### src/rtl/ipv_pkg.sv
// Package: constants for interrupt priority and vector selection
`default_nettype none
package ipv_pkg;
    localparam int          IPV_NSRC = 24;
    localparam logic [4:0]  PSEL_RST = 5'h06;
    localparam logic [1:0]  OFF_PSEL = 2'h0;
    localparam logic [1:0]  OFF_STAT = 2'h1;
    localparam logic [1:0]  OFF_MASK = 2'h2;
    localparam logic [1:0]  OFF_VECT = 2'h3;
    localparam logic [15:0] VEC_RESET = 16'hFFFE;
    localparam logic [15:0] VEC_CLKMON = 16'hFFFC;
    localparam logic [15:0] VEC_WDOG = 16'hFFFA;
    localparam logic [15:0] VEC_ILLOP = 16'hFFF8;
    localparam logic [15:0] VEC_SWI = 16'hFFF6;
    localparam logic [15:0] VEC_NMI = 16'hFFF4;
    localparam logic [15:0] VEC_NONE = 16'h0000;
    // Maskable slots in default order, slot 6 = external request pin
    localparam logic [IPV_NSRC*16-1:0] VEC_TABLE = {
        16'hFFD6, 16'hFFD8, 16'hFFCC, 16'hFFCE,
        16'hFFDA, 16'hFFDC, 16'hFFD0, 16'hFFDE,
        16'hFFE0, 16'hFFE2, 16'hFFE4, 16'hFFE6,
        16'hFFE8, 16'hFFEA, 16'hFFEC, 16'hFFEE,
        16'hFFF0, 16'hFFF2, 16'h0000, 16'h0000,
        16'h0000, 16'h0000, 16'h0000, 16'h0000};
    typedef struct packed {
        logic [4:0]  psel;
        logic [6:0]  stat;
        logic [6:0]  mask;
        logic [31:0] rdata;
        logic        rvalid;
    } ipv_state_s;
endpackage
`default_nettype wire

### src/rtl/ipv_select.sv
// Module: priority promotion and vector selection
`default_nettype none
// Operation
// (RQ1) Priority select field promotes one maskable source above all others.
// (RQ2) Field writes accepted only while the I mask is set.
// (RQ3) Codes 00110/00111 promote pin request/periodic; reserved codes act as pin.
// (RQ4) Codes 01000-01111 promote captures 1-3, compares 1-4, shared channel.
// (RQ5) Codes 10000-11001 promote overflow, accumulator, serial, pulse, keypad.
// (RQ6) Reset sources vector FFFE, FFFC, FFFA, unmasked by condition bits.
// (RQ7) Nonmaskable pin FFF4 gated by X; software FFF6, illegal FFF8.
// (RQ8) Timer sources vector FFEE down to FFDE with I and local enable.
// (RQ9) First serial unit shares FFCE for all its enabled events.
// (RQ10) Second serial unit shares FFD6 for all its enabled events.
// (RQ11) Accumulator edge FFDA, accumulator overflow FFDC, locally enabled.
// (RQ12) Keypad FFCC gated by four-bit mask; FFC0-FFCB reserved.
// (RQ13) Serial periph FFD8, pulse FFD0, periodic FFF0, pin FFF2.
// (RQ14) Reset loads priority select with 00110.
// (RQ15) Promoted source stays subject to I mask and local enables.
// (RQ16) Promotion keeps vectors and default order of other sources.
module ipv_select
    import ipv_pkg::*;
(
    input  wire logic        mclk,
    input  wire logic        rst_n,
    input  wire logic [1:0]  avs_address,
    input  wire logic        avs_read,
    input  wire logic        avs_write,
    input  wire logic [31:0] avs_writedata,
    output logic [31:0]      avs_readdata,
    output logic             avs_waitrequest,
    input  wire logic        ccr_i_mask,
    input  wire logic        ccr_x_mask,
    input  wire logic        por_reset,
    input  wire logic        clock_monitor_fail,
    input  wire logic        clock_monitor_enable,
    input  wire logic        watchdog_fail,
    input  wire logic        window_watchdog_fail,
    input  wire logic        illegal_opcode,
    input  wire logic        software_int,
    input  wire logic        nonmaskable_request_pin,
    input  wire logic        slow_periodic_interrupt,
    input  wire logic        irq_pin_req,
    input  wire logic        periodic_flag,
    input  wire logic        periodic_int_enable,
    input  wire logic [2:0]  capture_flag,
    input  wire logic [2:0]  capture_int_enable,
    input  wire logic [3:0]  compare_flag,
    input  wire logic [3:0]  compare_int_enable,
    input  wire logic        shared_ch_flag,
    input  wire logic        shared_ch_int_enable,
    input  wire logic        timer_overflow_flag,
    input  wire logic        timer_overflow_int_enable,
    input  wire logic        pulse_width_flag,
    input  wire logic        pulse_width_int_enable,
    input  wire logic        accum_overflow_flag,
    input  wire logic        accum_overflow_int_enable,
    input  wire logic        accum_edge_flag,
    input  wire logic        accum_edge_int_enable,
    input  wire logic [4:0]  first_async_serial_flag,
    input  wire logic [3:0]  first_async_serial_enable,
    input  wire logic [3:0]  keypad_flag,
    input  wire logic [3:0]  keypad_mask,
    input  wire logic        serial_periph_flag,
    input  wire logic        serial_periph_int_enable,
    input  wire logic [4:0]  second_async_serial_flag,
    input  wire logic [3:0]  second_async_serial_enable,
    output logic             vector_valid,
    output logic [15:0]      vector_addr,
    output logic             irq_out
);
    ipv_state_s  st_ff;
    ipv_state_s  nxt_st;
    logic [IPV_NSRC-1:0] req;
    logic [4:0]  slot;
    logic        pvalid;
    logic [4:0]  pslot;
    logic        any_m;
    logic [4:0]  sel_m;
    logic [15:0] vec_c;
    logic        vld_c;
    logic [6:0]  ev;
    logic [4:0]  a1;
    logic [4:0]  a2;
    logic        quiet_nm;

    // Serial units: rx full and overrun share the receive enable
    always_comb begin
        a1 = {first_async_serial_flag[4] & first_async_serial_enable[3],
              first_async_serial_flag[3] & first_async_serial_enable[2],
              first_async_serial_flag[2] & first_async_serial_enable[1],
              first_async_serial_flag[1] & first_async_serial_enable[0],
              first_async_serial_flag[0] & first_async_serial_enable[0]};
        a2 = {second_async_serial_flag[4] & second_async_serial_enable[3],
              second_async_serial_flag[3] & second_async_serial_enable[2],
              second_async_serial_flag[2] & second_async_serial_enable[1],
              second_async_serial_flag[1] & second_async_serial_enable[0],
              second_async_serial_flag[0] & second_async_serial_enable[0]};
    end

    // Requests in default order, slots 6..23, locally enabled except the pin in slot 6
    always_comb begin
        req = '0;
        req[6] = irq_pin_req; // RQ13
        req[7] = periodic_flag & periodic_int_enable; // RQ13
        req[8] = capture_flag[0] & capture_int_enable[0]; // RQ8
        req[9] = capture_flag[1] & capture_int_enable[1]; // RQ8
        req[10] = capture_flag[2] & capture_int_enable[2]; // RQ8
        req[11] = compare_flag[0] & compare_int_enable[0]; // RQ8
        req[12] = compare_flag[1] & compare_int_enable[1]; // RQ8
        req[13] = compare_flag[2] & compare_int_enable[2]; // RQ8
        req[14] = compare_flag[3] & compare_int_enable[3]; // RQ8
        req[15] = shared_ch_flag & shared_ch_int_enable; // RQ8
        req[16] = timer_overflow_flag & timer_overflow_int_enable; // RQ8
        req[17] = pulse_width_flag & pulse_width_int_enable; // RQ13
        req[18] = accum_overflow_flag & accum_overflow_int_enable; // RQ11
        req[19] = accum_edge_flag & accum_edge_int_enable; // RQ11
        req[20] = |a1; // RQ9
        req[21] = |(keypad_flag & keypad_mask); // RQ12
        req[22] = serial_periph_flag & serial_periph_int_enable; // RQ13
        req[23] = |a2; // RQ10
    end

    // Map priority select code to slot
    always_comb begin
        case (st_ff.psel)
            5'h07: slot = 5'd7; // RQ3
            5'h08, 5'h09, 5'h0A, 5'h0B,
            5'h0C, 5'h0D, 5'h0E, 5'h0F: slot = st_ff.psel; // RQ4
            5'h10: slot = 5'd16; // RQ5
            5'h11: slot = 5'd18; // RQ5
            5'h12: slot = 5'd19; // RQ5
            5'h13: slot = 5'd22; // RQ5
            5'h14: slot = 5'd23; // RQ5
            5'h17: slot = 5'd17; // RQ5
            5'h18: slot = 5'd20; // RQ5
            5'h19: slot = 5'd21; // RQ5
            default: slot = 5'd6; // RQ3
        endcase
        pslot = slot;
    end

    // Promoted first, then fixed order; masking unchanged
    always_comb begin
        pvalid = req[pslot] & ~ccr_i_mask; // RQ1 RQ15
        any_m = 1'b0;
        sel_m = 5'd6;
        for (int i = IPV_NSRC - 1; i >= 6; i--) begin
            if (req[i] && !ccr_i_mask) begin
                any_m = 1'b1; // RQ16
                sel_m = 5'(i);
            end
        end
        if (pvalid) begin
            sel_m = pslot; // RQ1
        end
    end

    // Fixed nonmaskable order, then maskable
    always_comb begin
        vld_c = 1'b1;
        if (por_reset) begin
            vec_c = VEC_RESET; // RQ6
        end else if (clock_monitor_fail && clock_monitor_enable) begin
            vec_c = VEC_CLKMON; // RQ6
        end else if (watchdog_fail || window_watchdog_fail) begin
            vec_c = VEC_WDOG; // RQ6
        end else if (illegal_opcode) begin
            vec_c = VEC_ILLOP; // RQ7
        end else if (software_int) begin
            vec_c = VEC_SWI; // RQ7
        end else if ((nonmaskable_request_pin || slow_periodic_interrupt)
                     && !ccr_x_mask) begin
            vec_c = VEC_NMI; // RQ7
        end else if (any_m) begin
            vec_c = VEC_TABLE[sel_m*16 +: 16]; // RQ16
        end else begin
            vec_c = VEC_NONE;
            vld_c = 1'b0;
        end
    end

    // Events for sticky status: priority write refused, nonmaskable pin vector, maskable request pending unpromoted or promoted
    always_comb begin
        ev = '0;
        ev[0] = avs_write && avs_address == OFF_PSEL && !ccr_i_mask;
        ev[1] = vld_c && vec_c == VEC_NMI;
        ev[2] = any_m && !pvalid;
        ev[3] = pvalid;
    end

    // Register file and state update
    always_comb begin
        nxt_st = st_ff;
        nxt_st.rvalid = 1'b0;
        nxt_st.stat = st_ff.stat | ev;
        if (avs_write) begin
            case (avs_address)
                OFF_PSEL: begin
                    if (ccr_i_mask) begin
                        nxt_st.psel = avs_writedata[4:0]; // RQ2
                    end
                end
                OFF_MASK: nxt_st.mask = avs_writedata[6:0];
                default: ;
            endcase
        end
        if (avs_read && !st_ff.rvalid) begin
            nxt_st.rvalid = 1'b1;
            case (avs_address)
                OFF_PSEL: nxt_st.rdata = {27'h0, st_ff.psel};
                OFF_STAT: begin
                    nxt_st.rdata = {25'h0, st_ff.stat};
                    nxt_st.stat = ev;
                end
                OFF_MASK: nxt_st.rdata = {25'h0, st_ff.mask};
                OFF_VECT: nxt_st.rdata = {15'h0, vld_c, vec_c};
                default: nxt_st.rdata = 32'h0;
            endcase
        end
    end

    always_ff @(posedge mclk or negedge rst_n) begin
        if (!rst_n) begin
            st_ff <= '{psel: PSEL_RST, stat: 7'h00, mask: 7'h00,
                       rdata: 32'h0, rvalid: 1'b0}; // RQ14
        end else begin
            st_ff <= nxt_st;
        end
    end

    always_comb begin
        avs_waitrequest = avs_read && !st_ff.rvalid;
        avs_readdata = st_ff.rdata;
        vector_valid = vld_c;
        vector_addr = vec_c;
        irq_out = |(st_ff.stat & st_ff.mask);
    end

    // No reset or nonmaskable source pending
    always_comb begin
        quiet_nm = !(por_reset || clock_monitor_fail || watchdog_fail
                     || window_watchdog_fail || illegal_opcode
                     || software_int || nonmaskable_request_pin
                     || slow_periodic_interrupt);
    end

    a_psel_guard: assert property (@(posedge mclk) // RQ2
        disable iff (!rst_n)
        (avs_write && avs_address == OFF_PSEL && !ccr_i_mask)
        |=> $stable(st_ff.psel))
        else $error("priority field changed with I clear");
    a_refuse_flag: assert property (@(posedge mclk) // RQ2
        disable iff (!rst_n)
        (avs_write && avs_address == OFF_PSEL && !ccr_i_mask)
        |=> st_ff.stat[0])
        else $error("refused priority write not flagged");
    a_reset_top: assert property (@(posedge mclk) // RQ6
        disable iff (!rst_n)
        por_reset |-> vector_addr == 16'hFFFE)
        else $error("reset vector wrong");
    a_i_mask_gate: assert property (@(posedge mclk) // RQ15
        disable iff (!rst_n)
        (ccr_i_mask && vector_valid) |-> vector_addr >= 16'hFFF4)
        else $error("maskable vector while I set");
    a_x_gate: assert property (@(posedge mclk) // RQ7
        disable iff (!rst_n)
        (ccr_x_mask && vector_addr == 16'hFFF4) |-> 1'b0)
        else $error("nonmaskable pin vector while X set");
    a_promote_pin: assert property (@(posedge mclk) // RQ1
        disable iff (!rst_n)
        (st_ff.psel == 5'h06 && irq_pin_req && !ccr_i_mask && quiet_nm)
        |-> vector_addr == 16'hFFF2)
        else $error("pin request not first");
    a_promote_wins: assert property (@(posedge mclk) // RQ4
        disable iff (!rst_n)
        (st_ff.psel == 5'h0B && compare_flag[0] && compare_int_enable[0]
         && !ccr_i_mask && quiet_nm) |-> vector_addr == 16'hFFE8)
        else $error("promoted compare not first");
    a_default_order: assert property (@(posedge mclk) // RQ16
        disable iff (!rst_n)
        (st_ff.psel == 5'h06 && !irq_pin_req && periodic_flag
         && periodic_int_enable && !ccr_i_mask && quiet_nm)
        |-> vector_addr == 16'hFFF0)
        else $error("default order broken");
    a_swi_vec: assert property (@(posedge mclk) // RQ7
        disable iff (!rst_n)
        (software_int && !por_reset && !illegal_opcode && !watchdog_fail
         && !window_watchdog_fail && !clock_monitor_fail)
        |-> vector_addr == 16'hFFF6)
        else $error("software vector wrong");
    a_reserved_map: assert property (@(posedge mclk) // RQ3
        disable iff (!rst_n)
        (st_ff.psel[4:2] == 3'b111) |-> pslot == 5'd6)
        else $error("reserved code not pin");
    a_vec_range: assert property (@(posedge mclk) // RQ12
        disable iff (!rst_n)
        vector_valid |-> (vector_addr >= 16'hFFCC && !vector_addr[0]))
        else $error("vector in reserved range");
    a_stat_clear: assert property (@(posedge mclk)
        disable iff (!rst_n)
        (avs_read && avs_address == OFF_STAT && avs_waitrequest
         && ev == '0) |=> st_ff.stat == '0)
        else $error("status not cleared by read");
    a_read_answer: assert property (@(posedge mclk)
        disable iff (!rst_n)
        (avs_read && avs_waitrequest) |=> !avs_waitrequest)
        else $error("read not answered in one cycle");
endmodule
`default_nettype wire

### config.mk
export PLATFORM = sky130hd
export DESIGN_NAME = ipv_select
export DESIGN_NICKNAME = d
export VERILOG_FILES = /design/src/rtl/ipv_pkg.sv /design/src/rtl/ipv_select.sv
export SDC_FILE = /design/constraint.sdc
export NUM_CORES = 1
export LEC_CHECK = 0
export ABC_AREA = 1
export BUFFER_PORTS_ARGS = -buffer_cell sky130_fd_sc_hd__buf_2
export CORE_MARGIN = 2
export CORE_UTILIZATION = 40
export DETAILED_ROUTE_END_ITERATION = 8
export PLACE_DENSITY = 0.75
export SYNTH_ARGS = -nofsm -noshare
export SYNTH_HDL_FRONTEND = slang
export SYNTH_SLANG_ARGS = --single-unit
### constraint.sdc
create_clock -name mclk -period 3.8 [get_ports mclk]
set_input_delay 0 -clock mclk [delete_from_list [all_inputs] [get_ports mclk]]
set_output_delay 0 -clock mclk [all_outputs]
set_load 0.05 [all_outputs]
==> qor.csv, run 1 <==
metric;value;unit
synthSimpleGateAreaFrac;41.62;%
hold_viol;1;
skew;0.009025;ns
dp_slack;0.4143;ns
dieArea;0.007375;sq mm
fmax;0.2896;GHz
antenna_found_initial;0;
diodes;0;
synth_mux_area_share;0.8399;%
drv_cap;0;
clockBufferDepth;2;
drive_gt1_share;30.19;%
core;0.006422;sq mm
slowest_stage;dfstp_2;
crit_fanout;11;
period_share;90.86;%
ys.flop_type;dfrtp_1;
cts_tree;built;
fin_crit;3.453;ns
area_growth;20.11;%
failed_checks;DRC, hold timing;
htree_levels;1;
path_clk_slew;0.08;ns
cpMostUsedCell;nand2_1;
die_x;85.88;um
slew_headroom;61.26;%
synth-xor-area-share;0;%
postPlaceCellArea;0.003039;sq mm
port_buffers;113;
tightest_slew;0.5790;ns
rows;29;
drt_iter0_drc;175;
gp_congestion;0.9014;
dp_hpwl;5.466;mm
synth_warnings;0;
hp-class;in -> reg;
cp_slowest_stage_delay;0.60;ns
timing.setup.tns;0;ns
worstSetupPathType;reg -> out;
drv_slew;0;
design_area;0.003221;sq mm
drc;7;
wl;6.868;mm
holdWs;-0.003381;ns
p_per_area;407.9;mW/mm^2
synth.largest_area_cell;dfrtp_1;
reg2reg_from;st_ff[49];
synth_top_family_by_area;simple AND/OR/NAND/NOR gates;
yosys.cell_types.count;33;
grt_pass1_wl;11.30;mm
fin_ws;0.3473;ns
drt-pass1-iter-count;7;
worst_skew_pair.late_latency;0.27;ns
cts_made_buffers;3;
required;3.80;ns
yosysMostFrequentCell;nand2_1;
vias;2952;
grt_max_degree;27;
cp.arrival;3.45;ns
critPathCaptureType;output pin;
ir_drop;0.2240;mV
synth_area_leaders;dfrtp_1, nand2_1, buf_4;
wl_per_cell;11.31;um
start_kind;flop;
min-delay-start;avs_writedata[3];
yosysTopAreaCellShare;22.40;%
initial_utilization;41.75;%
synthAdderAreaFrac;1.867;%
status;complete, but fails checks;
synth.avg_cell_area;6.122;sq um
vias_per_cell;4.863;
grt_usage;18.00;%
final_nets;639;
synth_common_cells;nand2_1, nor2_1, nand3_1, buf_4, inv_1;
synth-async-reset-ratio;100.0;%
cts_num_sinks;26;
synth-edff-count;0;
yosysSeqAreaShare;24.36;%
synth_compound_area_share;10.64;%
io_pins;155;
grt-ovfl-total;0;
cts-root-buf;clkbuf_8;
setup_viol;0;
ys_ff_latch;26;
fp.dieH;85.88;um
leakage;1.865;nW
critPathLaunch;st_ff[49];
grt_pass1_vias;2709;
ant_nets;0;
post-route-util;50.15;%
synth_area;0.002681;sq mm
syn-instance-count;438;
## repair_timing
item / CTS / global route
setup endpoints to repair: 0 / 4
setup buffers: 0 / 4
gates resized for setup: 0 / 17
hold endpoints to repair: 28 / 0
hold buffers: 5 / 0
## cell families (layout without fill, tap and decap cells)
| logic type | count (synthesis) | in the layout |
|---|---|---|
| and+or+nand+nor | 256 | 256 |
| buffers and inverters | 99 | 176 |
| AOI/OAI and AO/OA | 50 | 50 |
| DFF | 26 | 26 |
| adders and majority gates | 4 | 4 |
| muxes | 2 | 2 |
| other | 1 | 16 |
## worst max-delay path, delay by kind of cell (launching register included)
| family | cells | cell delay [ns] |
|---|---|---|
| fa+ha+maj | 1 | 0.29 |
| flops | 1 | 0.60 |
| compound gates | 2 | 0.18 |
| simple gates | 20 | 1.82 |
| buf+inv | 3 | 0.29 |
## cell type report
class	instances	area, sq um
fill	681	3202
multi-input combinational	328	1582
sequential	26	655.6
timing repair buffer	122	651.9
inverter	50	190.2
tap	77	96.34
clock buffer	4	45.04
## cell usage in the layout (no fill, tap or decap), types with 3 or more instances in the layout
cell type	Yosys	layout
a221oi_1	4	4
inv_1	42	42
nor2_1	57	54
nand2_1	129	126
nand4_1	4	4
nand2_4	2	3
buf_2	0	112
nand2_2	8	10
conb_1	1	16
dfrtp_1	24	22
o21ai_1	7	7
a21oi_1	10	10
dlygate4sd3_1	0	5
buf_4	43	4
ha_1	4	4
nor2_2	3	4
nand3_1	46	44
o21ai_0	20	20
inv_2	7	7
clkbuf_8	0	3
## final timing paths
check | end | slack, ns | cells past startpoint
max reg2reg | avs_readdata[1] | 0.48 | 30
max in group asynchronous | st_ff[50] | 3.13 | 2
min reg2reg | avs_readdata[2] | 0.48 | 2
min in group asynchronous | st_ff[0] | 0.25 | 2
min | st_ff[50] | -0.003 | 3
max | vector_addr[1] | 0.35 | 26
## state kept, by name, indices dropped and copies added (netlist names)
register      flops
avs_readdata      9
st_ff            17
## per-stage QoR
| stage | cells | power (W) |
|---|---|---|
| 6_report | 607 | 0.001314 |
| 5_1_grt | 607 | 0.001425 |
| 4_1_cts | 603 | 0.001268 |
| 3_5_place_dp | 594 | 0.001107 |
| 3_3_place_gp | 594 | 0.001094 |
| 2_1_floorplan | 453 | 0.0009949 |
## metal layers
metal / up-vias / global-route usage, % / part of all wire, %
met1: 1340 / 22.68 / 42
met4: 0 / 2.742 / 0.89
li1: 1520 / - / -
met5: - / 0 / 0
met3: 6 / 2.214 / 5.0
met2: 86 / 33.33 / 52
## where the power goes
part / internal [W] / switching [W] / leakage [nW]
sequential: 0.000327 / 0.0000490 / 0.312
clock: 0.0000749 / 0.0000825 / 0.0228
combinational: 0.000252 / 0.000528 / 1.53
(Power assumes the default switching activity.)
==> run 2, diff against run 1 <==
CTS_BUF_LIST = sky130_fd_sc_hd__clkbuf_8   (was not set)
==> run 2 against run 1 <==
  * The run still ends with DRC, hold timing left
  * First-iteration DRC count is 1.1% lower
  * Count of clock-buffer cells in the layout is 1 lower
  * Die area stayed put
  * Utilization stayed put
  * Cell area stayed put
  * Largest cell class unchanged
==> qor.csv, run 2 (same netlist as run 1, synthesis figures left out) <==
metric;value;unit
largest-register;st_ff;
multi_input_area;0.001582;sq mm
cts_num_sinks;26;
drv_slew;0;
hold_viol;1;
failed_checks;DRC, hold timing;
wl_per_cell;11.32;um
cts_made_buffers;3;
reg2reg_from;st_ff[49];
gp_congestion;0.9014;
core;0.006422;sq mm
status;complete, but fails checks;
drt-pass1-iter-count;6;
drv_cap;0;
area_growth;20.11;%
p_per_area;407.3;mW/mm^2
min-delay-start;avs_writedata[3];
drc;7;
r2r_slack;0.48;ns
htree_levels;1;
cts-root-buf;clkbuf_8;
mostFrequentLayoutCell;nand2_1;
period_share;91.00;%
drive_gt1_share;30.19;%
port_buffers;113;
required;3.80;ns
skew;0.009388;ns
clkPwrFrac;11.9;%
final_nets;639;
crit_fanout;11;
combPwrFrac;59.4;%
holdWs;-0.004342;ns
layout.area.seq;655.6;sq um
tightest_slew;0.5743;ns
worst_r2r_path_depth;30;
ir_drop;0.2243;mV
design_area;0.003221;sq mm
holdPathStages;3;
p_switching;0.0006600;W
rows;29;
largest_register_ffs;17;
clockBufferDepth;2;
worstSetupPathType;reg -> out;
start_kind;flop;
grt_pass1_wl;11.30;mm
dp_cells;594;
fmax;0.2892;GHz
pwr-share-seq;28.7;%
dieArea;0.007375;sq mm
postPlaceCellArea;0.003039;sq mm
final_cell_mix;nand2_1, buf_2, nor2_1, nand3_1, inv_1;
leakage;1.869;nW
grt_pass1_vias;2709;
setup_viol;0;
p_int;0.0006518;W
die_x;85.88;um
worst_skew_pair.late_latency;0.27;ns
fp.dieH;85.88;um
slew_headroom;61.57;%
diodes;0;
layout.cells.non_filler;607;
timing.setup.tns;0;ns
fin_ws;0.3419;ns
wl;6.873;mm
path_clk_slew;0.08;ns
grt_max_degree;27;
hp-class;in -> reg;
vias;2945;
grt_usage;18.00;%
io_pins;155;
r2r_end;avs_readdata[1];
critPathCaptureType;output pin;
ant_nets;0;
vias_per_cell;4.852;
grt-ovfl-total;0;
dp_hpwl;5.466;mm
initial_utilization;41.75;%
hold_end;st_ff[50];
cp.arrival;3.46;ns
antenna_found_initial;0;
cts_tree;built;
fillCellCount;681;
drt_iter0_drc;173;
switching_share;50.31;%
dp_slack;0.4143;ns
fin_crit;3.458;ns
## run 2: cell types whose count changed in the layout (fill, tap and decap cells not counted)
cell,previous run,this run
clkbuf_1,1,0
inv_1,42,43
## run 2: critical path, cell delays in order (launching register included)
cell	delay, ns
dfstp_2	0.60
nand3_1	0.18
nand3_1	0.20
nand2_4	0.12
nand2_4	0.16
o21ai_0	0.10
o21ai_1	0.08
nor2_1	0.05
nor2_1	0.10
nand2_2	0.09
nand3_4	0.13
nand2_1	0.06
inv_1	0.05
nand2_1	0.04
nand2_1	0.11
inv_1	0.07
ha_1	0.29
nand3_1	0.10
nand2_1	0.05
nor2_1	0.08
nand2_1	0.06
nand2_1	0.05
nand2_1	0.05
nand2_1	0.05
nand2_1	0.05
nand2_2	0.09
buf_6	0.17
## run 2: stage by stage
step	total power [W]	util [%]	hold WS, ns
after floorplan	0.0009949	-	-0.2956
after global placement	0.001094	47.32	0.01869
after detailed placement	0.001107	47.32	0.03102
after CTS	0.001266	48.80	0.008380
after global routing	0.001422	50.15	0.01439
final	0.001312	50.15	-0.004342
## run 2: power groups by stage
stage	sequential, W	combinational, W	clock [W]
global placement	0.000377	0.000717	0
detailed placement	0.000380	0.000727	0
CTS	0.000374	0.000733	0.000158
finish	0.000376	0.000780	0.000155
global route	0.000382	0.000870	0.000169
floorplan	0.000359	0.000636	0
## run 2: timing repair
action,CTS,global route
buffers inserted,0,4
endpoints found under the hold margin,28,0
resized for setup,0,17
hold buffers,5,0
setup endpoints to repair,0,4
## run 2: final cells by class
| cell class | instances | area share [%] |
|---|---|---|
| clock buffer | 3 | 1.282 |
| clock inverter | 1 | 0.1166 |
| inverter | 50 | 5.905 |
| multi-input combinational | 328 | 49.11 |
| sequential | 26 | 20.36 |
| tap | 77 | 2.991 |
| timing repair buffer | 122 | 20.24 |
## run 2: metal layers
| metal | vias up | routed length [um] | GRT usage [%] |
|---|---|---|---|
| met4 | 0 | 61 | 2.742 |
| met3 | 6 | 300 | 2.214 |
| met2 | 78 | 3593 | 33.33 |
| met1 | 1340 | 2917 | 22.68 |
| met5 | - | 0 | 0 |
| li1 | 1521 | - | - |
## run 2: worst max path at each step
stage	start	to	slack, ns
after floorplan	st_ff[49]	st_ff[41]	0.63
after detailed placement	st_ff[48]	avs_readdata[1]	0.41
after global routing	st_ff[48]	vector_addr[1]	-0.03
final	st_ff[49]	vector_addr[1]	0.34
after global placement	st_ff[48]	avs_readdata[1]	0.47
after CTS	st_ff[48]	vector_addr[1]	0.18
